File: config.mk
export PLATFORM = sky130hd
export DESIGN_NAME = ptim_timer
export DESIGN_NICKNAME = d
export VERILOG_FILES = /design/src/verilog/ptim_pkg.sv /design/src/verilog/ptim_timer.sv
export SDC_FILE = /design/constraint.sdc
export NUM_CORES = 1
export LEC_CHECK = 0
export BUFFER_PORTS_ARGS = -buffer_cell sky130_fd_sc_hd__buf_2
export CAP_MARGIN = 20
export CELL_PAD_IN_SITES_DETAIL_PLACEMENT = 0
export CELL_PAD_IN_SITES_GLOBAL_PLACEMENT = 1
export CORE_ASPECT_RATIO = 1.1
export CORE_MARGIN = 2
export CORE_UTILIZATION = 42
export CTS_CLUSTER_SIZE = 12
export DETAILED_ROUTE_END_ITERATION = 8
export MAX_ROUTING_LAYER = met4
export PLACE_DENSITY_LB_ADDON = 0.1
export SYNTH_ARGS = -nofsm -noshare
export SYNTH_HDL_FRONTEND = slang
export SYNTH_SLANG_ARGS = --single-unit
File: constraint.sdc
create_clock -name mclk -period 1.88 [get_ports mclk]
set_input_delay 0.376 -clock mclk [delete_from_list [all_inputs] [get_ports mclk]]
set_output_delay 0.376 -clock mclk [all_outputs]
set_load 0.02 [all_outputs]
File: src/verilog/ptim_pkg.sv
// Purpose: Shared constants and types for the 8-bit period timer.
// Assumes: One clock domain, plain register port with 8-bit data.
// Notes: Register offsets are word indices on the register port.
package ptim_pkg;
	// ----------------------------------------
	// Register map
	// ----------------------------------------
	localparam logic [3:0] ADDR_CONTROL = 4'h0;
	localparam logic [3:0] ADDR_COUNT = 4'h1;
	localparam logic [3:0] ADDR_PERIOD = 4'h2;
	localparam logic [3:0] ADDR_IRQ_STATUS = 4'h3;
	localparam logic [3:0] ADDR_IRQ_MASK = 4'h4;

	// ----------------------------------------
	// Field positions and reset values
	// ----------------------------------------
	localparam int PRESCALE_LSB = 0;
	localparam int RUN_BIT_POS = 2;
	localparam int POSTSCALE_LSB = 3;
	localparam int MATCH_FLAG_POS = 0;
	localparam logic [7:0] COUNT_RESET = 8'h00;
	localparam logic [7:0] PERIOD_RESET = 8'hFF;
	localparam logic [7:0] CONTROL_RESET = 8'h00;

	// ----------------------------------------
	// Prescale ratios (input clocks per pulse, minus one)
	// ----------------------------------------
	localparam logic [3:0] PRESCALE_DIV1_LAST = 4'h0;
	localparam logic [3:0] PRESCALE_DIV4_LAST = 4'h3;
	localparam logic [3:0] PRESCALE_DIV16_LAST = 4'hF;
	localparam logic [1:0] INSTR_DIV_LAST = 2'h3;

	// ----------------------------------------
	// Types
	// ----------------------------------------
	typedef struct packed {
		logic unused;
		logic [3:0] postscale_select;
		logic run_bit;
		logic [1:0] prescale_select;
	} ptim_control_t;

	typedef struct packed {
		logic [3:0] addr;
		logic [7:0] wdata;
		logic wr;
		logic rd;
	} ptim_req_t;
endpackage

File: src/verilog/ptim_timer.sv
// Purpose: 8-bit period timer with prescaler, postscaler and match interrupt.
// Assumes: mclk is the oscillator; the instruction clock is mclk divided by four.
// Notes: Register reads return data in the cycle after the read strobe.
`timescale 1ns/1ns
`default_nettype none
module ptim_timer (
	// Clock and reset
	input wire logic mclk,
	input wire logic reset_n,
	// Register port
	input wire logic [3:0] reg_addr,
	input wire logic [7:0] reg_wdata,
	input wire logic reg_wr,
	input wire logic reg_rd,
	output logic [7:0] reg_rdata,
	// Interrupt
	output logic irq
);
	// ----------------------------------------
	// Registers
	// ----------------------------------------
	ptim_pkg::ptim_control_t ctrl_q;
	logic [7:0] count_q, count_d;
	logic [7:0] period_q;
	logic [1:0] instr_div_q;
	logic [3:0] pre_cnt_q, pre_cnt_d;
	logic [3:0] post_cnt_q, post_cnt_d;
	logic flag_q, mask_q;
	logic [7:0] rdata_q;
	ptim_pkg::ptim_req_t req;

	assign req = '{addr: reg_addr, wdata: reg_wdata, wr: reg_wr, rd: reg_rd};

	// ----------------------------------------
	// Address decode
	// ----------------------------------------
	wire wr_ctrl = req.wr && (req.addr == ptim_pkg::ADDR_CONTROL);
	wire wr_count = req.wr && (req.addr == ptim_pkg::ADDR_COUNT);
	wire wr_period = req.wr && (req.addr == ptim_pkg::ADDR_PERIOD);
	wire wr_status = req.wr && (req.addr == ptim_pkg::ADDR_IRQ_STATUS);
	wire wr_mask = req.wr && (req.addr == ptim_pkg::ADDR_IRQ_MASK);

	// ----------------------------------------
	// Timing chain
	// ----------------------------------------
	// run gate
	wire running = ctrl_q.run_bit;
	// instruction clock tick, one mclk in four
	wire instr_tick = running && (instr_div_q == ptim_pkg::INSTR_DIV_LAST);
	wire [3:0] pre_last = ctrl_q.prescale_select[1] ? ptim_pkg::PRESCALE_DIV16_LAST :
		ctrl_q.prescale_select[0] ? ptim_pkg::PRESCALE_DIV4_LAST :
		ptim_pkg::PRESCALE_DIV1_LAST;
	wire pre_pulse = instr_tick && (pre_cnt_q >= pre_last);
	wire match = (count_q == period_q);
	wire match_step = pre_pulse && match;
	wire post_pulse = match_step && (post_cnt_q >= ctrl_q.postscale_select);
	// Any write to count or control restarts both scalers
	wire scaler_clr = wr_ctrl || wr_count;

	always_comb begin
		pre_cnt_d = pre_cnt_q;
		post_cnt_d = post_cnt_q;
		count_d = count_q;
		if (scaler_clr) begin
			pre_cnt_d = 4'h0;
			post_cnt_d = 4'h0;
		end else if (instr_tick) begin
			pre_cnt_d = pre_pulse ? 4'h0 : pre_cnt_q + 4'h1;
			if (match_step) begin
				post_cnt_d = post_pulse ? 4'h0 : post_cnt_q + 4'h1;
			end
		end
		if (wr_count) begin
			count_d = req.wdata;
		end else if (pre_pulse) begin
			// wrap to zero after match; else increment
			count_d = match ? 8'h00 : count_q + 8'h01;
		end
	end

	always_ff @(posedge mclk or negedge reset_n) begin
		if (!reset_n) begin
			count_q <= ptim_pkg::COUNT_RESET;
			period_q <= ptim_pkg::PERIOD_RESET;
			ctrl_q <= ptim_pkg::CONTROL_RESET;
			pre_cnt_q <= 4'h0;
			post_cnt_q <= 4'h0;
			instr_div_q <= 2'h0;
		end else begin
			count_q <= count_d;
			pre_cnt_q <= pre_cnt_d;
			post_cnt_q <= post_cnt_d;
			instr_div_q <= scaler_clr ? 2'h0 : (running ? instr_div_q + 2'h1 : instr_div_q);
			if (wr_period) begin
				period_q <= req.wdata;
			end
			if (wr_ctrl) begin
				ctrl_q <= {1'b0, req.wdata[6:0]};
			end
		end
	end

	// ----------------------------------------
	// Interrupt
	// ----------------------------------------
	// flag set wins over clear; sticky until cleared
	always_ff @(posedge mclk or negedge reset_n) begin
		if (!reset_n) begin
			flag_q <= 1'b0;
			mask_q <= 1'b0;
		end else begin
			flag_q <= post_pulse || (flag_q && !(wr_status && req.wdata[ptim_pkg::MATCH_FLAG_POS]));
			if (wr_mask) begin
				mask_q <= req.wdata[ptim_pkg::MATCH_FLAG_POS];
			end
		end
	end

	assign irq = flag_q && mask_q;

	// ----------------------------------------
	// Read path
	// ----------------------------------------
	wire [7:0] rd_mux = (req.addr == ptim_pkg::ADDR_CONTROL) ? ctrl_q :
		(req.addr == ptim_pkg::ADDR_COUNT) ? count_q :
		(req.addr == ptim_pkg::ADDR_PERIOD) ? period_q :
		(req.addr == ptim_pkg::ADDR_IRQ_STATUS) ? {7'h00, flag_q} :
		(req.addr == ptim_pkg::ADDR_IRQ_MASK) ? {7'h00, mask_q} : 8'h00;

	always_ff @(posedge mclk or negedge reset_n) begin
		if (!reset_n) begin
			rdata_q <= 8'h00;
		end else begin
			rdata_q <= req.rd ? rd_mux : 8'h00;
		end
	end
	assign reg_rdata = rdata_q;
endmodule
`default_nettype wire

==> impl_results.md, run 1 <==
* Mapped Nets at 263
* Worst hold-check path type: primary input to async pin
* Worst-skew pair later-pin latency at 0.30 ns
* Slew margin rel. at 69.2%
* Vias in the first global route at 2137
* Inst Count DP at 371
* CP required at 2.07 ns
* Failing checks: negative setup slack
* Boundary Pins at 25
* Routed WL at 6350 um
* Final Hold Fails at 0
* Deepest clock path buffer count at 2
* Register area share after synthesis at 44.6%
* PwrDens at 1030 mW/mm^2
* Max Cap Violations at 0
* Layout Nets at 332
* Hold Slack at 0.00650 ns
* DRC Markers at 0
* TritonCTS buffer count at 5
* Fmax at 492 MHz
* Initial DRC Count at 54
* Crit start category: register
* Row count at 29
* Via Count at 2038
* Total power at 3.32 mW
* Count of non-filler cells in the finished layout at 382
* Synth Register Bits at 43
* # diodes at 0
* Number of synthesized flops with an enable pin at 0
* Drt wl/cell at 16.6 um
* Critical R2R Launch: ctrl_q[1]
* First-pass GRT wire length at 10700 um
* Maximum fanout along the worst path at 7
* HPWL after DPL at 4650 um
* Crit path kind: register to register
* Die Y at 83.9 um
* RSZ-0062 raised after global routing: yes
* Setup TNS Final at -1.11 ns
* Share of the synthesized area in the top cell type at 35.9%
* GRT Resource Usage Total at 21.9%
* Initial antenna violation count at 0
* Fin worst setup slack at -0.152 ns
* Vias per inst at 5.34
* FF-to-FF End: count_q[2]
* Crit path arrival time at 2.22 ns
* Worst setup EP type: register
* Synth Cell Area at 0.00244 mm^2
* Num Clock Sinks at 43
* Asr flop ratio synth at 100%
* Core area at 0.00570 mm^2
* Port-buffer cells at 24
* Synth area leaders: dfrtp_1, dfstp_2, ha_1
* Min Clock Period, post-route at 2.03 ns
* Starting Density at 42.8%
* Die area at 0.00643 mm^2
* CTS root buffer: clkbuf_8
* Fraction of the cycle the final worst path needs at 108%
* Reg2Reg Depth at 8
* Routability cong. at 0.829
* Yosys warns at 0
* Syn_area_per_cell at 10.4 um^2
* Unique masters post-synth at 51
* Clock tree from TritonCTS: yes
* Lkg Pwr at 1.48 nW
* H-tree levels at 2
* DRT Pass-1 Iters at 4
* Slew Viols, Final at 0
* Most common cell in the netlist: dfrtp_1
* Main synth FF type: dfrtp_1
* Fin util at 56.6%
* Layout cells sized above 1 at 42.0%
* VDD IR-drop max at 0.461 mV
* Flop-to-flop setup slack at -0.15 ns
* Synthesis-to-finish area growth at 32.4%
* Hold Buf Count CTS at 0
* Slew @ Worst Pin at 0.458 ns
* Routed Antenna Nets at 0
* Die width at 76.6 um
* Placed inst area at 0.00297 mm^2
* GRT overflow at 0
* Pin count of the biggest net entering global routing at 27
* Setup slack at placement at -0.185 ns
* Setup Viol. Count Final at 13
* Status: finished with violations
* Post-Synthesis Cells at 235
* Most frequent cells after synthesis: dfrtp_1, nor2_1, nand2_1
* Clock transition at path regs at 0.08 ns
* Post-route design area at 0.00323 mm^2
* Post-synth top area cell: dfrtp_1
* Final Skew at 0.00749 ns
==> layout make-up <==
cell class                 count  area (um^2)
sequential                    43         1090
multi-input combinational    176         1430
fill                         542         2470
inverter                      10         37.5
clock buffer                   8          100
tap                           77         96.3
timing repair buffer          68          474
==> per-layer routing <==
layer  vias up  GRT usage [%]  part of all wire (%)
met5         -              -                     0
met4         0           6.45                   2.0
met3        10           3.46                   3.2
met2        36           37.0                    50
met1      1003           27.2                    44
li1        989              -                     -
==> critical path, stage by stage (launching register included) <==
cell and delay [ns]:
dfrtp_1 0.38, or2_4 0.27, ha_4 0.27, nor3b_2 0.04, buf_4 0.14, nor3_4 0.22, or2_4 0.23, o21ai_2 0.07
a221o_1 0.30
==> where the power goes <==
group / internal, mW / switching (mW) / leakage, nW
logic: 0.656 / 0.665 / 0.902
clock network: 0.336 / 0.323 / 0.0515
registers: 1.17 / 0.173 / 0.526
total: 2.16 / 1.16 / 1.48
==> flip-flops by register name, indices dropped and copies added (netlist names) <==
register / count
instr_div_q: 2
running: 1
post_cnt_q: 4
pre_cnt_q: 4
period_q: 8
ctrl_q: 6
flag_q: 1
reg_rdata: 8
mask_q: 1
count_q: 8
==> how the worst max path moves through the flow <==
stage | slack [ns] | depth (start not counted) | end | startpoint
floorplan | 0.03 | 9 | count_q[2] | ctrl_q[0]
global placement | -0.16 | 8 | count_q[3] | ctrl_q[0]
detailed placement | -0.18 | 8 | count_q[2] | ctrl_q[0]
CTS | -0.10 | 10 | count_q[6] | ctrl_q[1]
global route | -0.23 | 10 | count_q[4] | ctrl_q[1]
finish | -0.15 | 8 | count_q[2] | ctrl_q[1]
==> cell families (layout without fill, tap and decap cells) <==
logic type	after synthesis	after routing	share of synthesized area, %
muxes	20	20	9.34
AOI/OAI and AO/OA	50	50	14.1
buffers and inverters	16	86	2.93
and+or+nand+nor	80	80	17.9
adders and majority gates	12	12	6.16
DFF	43	43	44.6
xor gates and xnor gates	14	14	5.03
==> layout by cell type (no fill, tap or decap), types with 2 or more instances in the layout <==
master      n
nor2_1     16
and3_1      3
nor3b_1     2
buf_4      40
nor3_1      5
nor2b_1     2
buf_2      24
ha_1        9
o21ai_1     5
nand2_1    16
or2_4       2
nor4b_2     2
o2bb2ai_1   2
buf_6       3
xnor2_1     2
dfrtp_1    35
ha_4        3
a221o_1     3
dfstp_2     8
inv_1       9
a21oi_1    13
clkbuf_8    7
mux2_2     12
and2_1      2
mux2i_1     7
nand3_1    11
xor2_1     12
nor3_2      3
o21ai_2     3
a22oi_1     2
o21ai_0     9
nand2b_1    3
==> repair_timing <==
| action | 4_1_cts | 5_1_grt |
|---|---|---|
| endpoints found under the setup margin | 16 | 17 |
| setup buffers | 2 | 2 |
| pin swaps | 11 | 8 |
| resized for setup | 10 | 18 |
Power figures use the tool's default switching activity.
==> run 2, diff against run 1 <==
--- a/config.mk
+++ b/config.mk
@@ -11,7 +11,8 @@
 export CELL_PAD_IN_SITES_GLOBAL_PLACEMENT = 1
 export CORE_ASPECT_RATIO = 1.1
 export CORE_MARGIN = 2
-export CORE_UTILIZATION = 42
+export CORE_UTILIZATION = 43
+export CTS_BUF_LIST = sky130_fd_sc_hd__clkbuf_4
 export CTS_CLUSTER_SIZE = 12
 export DETAILED_ROUTE_END_ITERATION = 8
 export MAX_ROUTING_LAYER = met4
==> impl_results.md, run 2 (synthesis gave the netlist of run 1 again) <==
* Hold Slack at 0.258 ns
* Starting Density at 44.9%
* Slew Viols, Final at 0
* Slew @ Worst Pin at 0.481 ns
* Total power at 2.97 mW
* Max Cap Violations at 0
* VDD IR-drop max at 0.519 mV
* TritonCTS buffer count at 5
* Clock tree from TritonCTS: yes
* CTS root buffer: clkbuf_4
* Final Hold Fails at 0
* Crit path kind: register to register
* First-pass GRT wire length at 10000 um
* Vias per inst at 5.29
* Crit start category: register
* GRT Resource Usage Total at 21.7%
* Fmax at 510 MHz
* Worst hold-check path type: primary input to register
* H-tree levels at 2
* Crit path arrival time at 2.20 ns
* Failing checks: negative setup slack
* DRC Markers at 0
* Hold endpoint: ctrl_q[5]
* Port-buffer cells at 24
* # diodes at 0
* GRT met1 Usage at 30.1%
* CP bufs+invs at 2
* # fillers at 500
* Multi-input logic area at 0.00138 mm^2
* Status: finished with violations
* Worst-path cell chain: or2_4 > inv_2 > ha_4 > o211ai_1 > nor3_2 > nor2_2 > buf_4 > nor4b_2 > a221o_1
* Maximum fanout along the worst path at 3
* Commonest cells after routing, fill and taps aside: dfrtp_1, buf_4, buf_2
* Setup Viol. Count Final at 8
* Synthesis-to-finish area growth at 24.9%
* Routability cong. at 0.875
* Worst Hold Path Cells at 3
* Fraction of the cycle the final worst path needs at 104%
* RSZ-0062 raised after global routing: yes
* Die area at 0.00629 mm^2
* GRT overflow at 0
* FF-to-FF End: count_q[2]
* Most crowded layer after global routing: met2
* Pin count of the biggest net entering global routing at 25
* Critical R2R Launch: ctrl_q[1]
* CP required at 2.12 ns
* Drt wl/cell at 16.0 um
* Clock transition at path regs at 0.14 ns
* Routed WL at 5930 um
* Reg2Reg Depth at 9
* Core area at 0.00543 mm^2
* Die Y at 83.0 um
* Row count at 28
* Fin worst setup slack at -0.0799 ns
* Die width at 75.8 um
* Min Clock Period, post-route at 1.96 ns
* Final Skew at 0.00804 ns
* Setup crit start: ctrl_q[1]
* Slew margin rel. at 68.0%
* Slowest cell on the critical path: dfrtp_1
* Initial DRC Count at 84
* Initial antenna violation count at 0
* Vias in the first global route at 1980
* Setup repair bufs after CTS at 0
* Routed Antenna Nets at 0
* Met2 Usage GRT at 31.8%
* Deepest clock path buffer count at 2
* Layout Nets at 322
* Worst-skew pair later-pin latency at 0.35 ns
* Num Clock Sinks at 43
* Setup slack at placement at -0.182 ns
* Hold_sp: reg_wdata[5]
* Worst setup EP type: register
* Layout cells sized above 1 at 38.0%
* Max incr delay on CP at 0.41 ns
* Lkg Pwr at 1.39 nW
* PwrDens at 975 mW/mm^2
* Flop-to-flop setup slack at -0.08 ns
* Most common cell after layout, fill and taps aside: dfrtp_1
* Via Count at 1958
* Sequential Area at 0.00109 mm^2
* HPWL after DPL at 4580 um
* DRT Pass-1 Iters at 5
* Boundary Pins at 25
* Family with the most delay on the worst path: simple AND/OR/NAND/NOR gates
* Met3 Usage GRT at 3.76%
run 2: cell types whose count changed in the layout (fill, tap and decap cells not counted), sizes merged:
cell / change
clkinv: +2
clkinvlp: +1
dlygate4sd3: +1
buf: -11
clkbuf: -3
run 2: timing repair:
action / 4_1_cts / 5_1_grt
hold buffers: 1 / 0
resized for setup: 14 / 5
pin swaps: 11 / 4
hold endpoints to repair: 15 / 0
setup endpoints to repair: 16 / 17
run 2: worst max path at each step:
stage | endpoint | slack (ns) | cells past startpoint
3_3_place_gp | count_q[3] | -0.12 | 8
2_1_floorplan | count_q[2] | 0.03 | 9
4_1_cts | count_q[4] | -0.09 | 9
3_5_place_dp | count_q[2] | -0.18 | 8
5_1_grt | post_cnt_q[3] | -0.22 | 7
6_report | count_q[2] | -0.08 | 9
run 2: per-stage QoR:
stage               area, um^2  TNS, ns  util, %  std cells
CTS                       3010   -0.650     55.5        370
global route              3040    -2.34     56.1        370
global placement          2910   -0.944     53.5        361
detailed placement        2910    -1.40     53.5        361
finish                    3040   -0.465     56.1        370
floorplan                 2460        0        -        235
run 2: report_power, final:
part	switching (mW)	total [mW]	internal (mW)
Clock	0.314	0.452	0.138
Sequential	0.170	1.33	1.16
Combinational	0.609	1.18	0.573
run 2: final cells by class:
type,count,share of cell area [%]
clock buffers,5,1.23
clock inverters,3,0.493
inverters,10,1.23
multi-input cells,176,45.2
flip-flops and latches,43,35.7
well taps,75,3.08
repair buffers,58,13.1
run 2: per-layer routing:
metal  wire length, um  vias to the layer above
met3               162                        9
met1              2850                      947
li1                  -                      969
met4               119                        0
met2              2800                       33
met5                 0                        -
run 2: worst min-delay path, delay by kind of cell:
| family | cells | cell delay, ns |
|---|---|---|
| AO/OA/AOI/OAI | 1 | 0.06 |
| buffers and inverters | 1 | 0.10 |
| AND/OR/NAND/NOR | 1 | 0.05 |
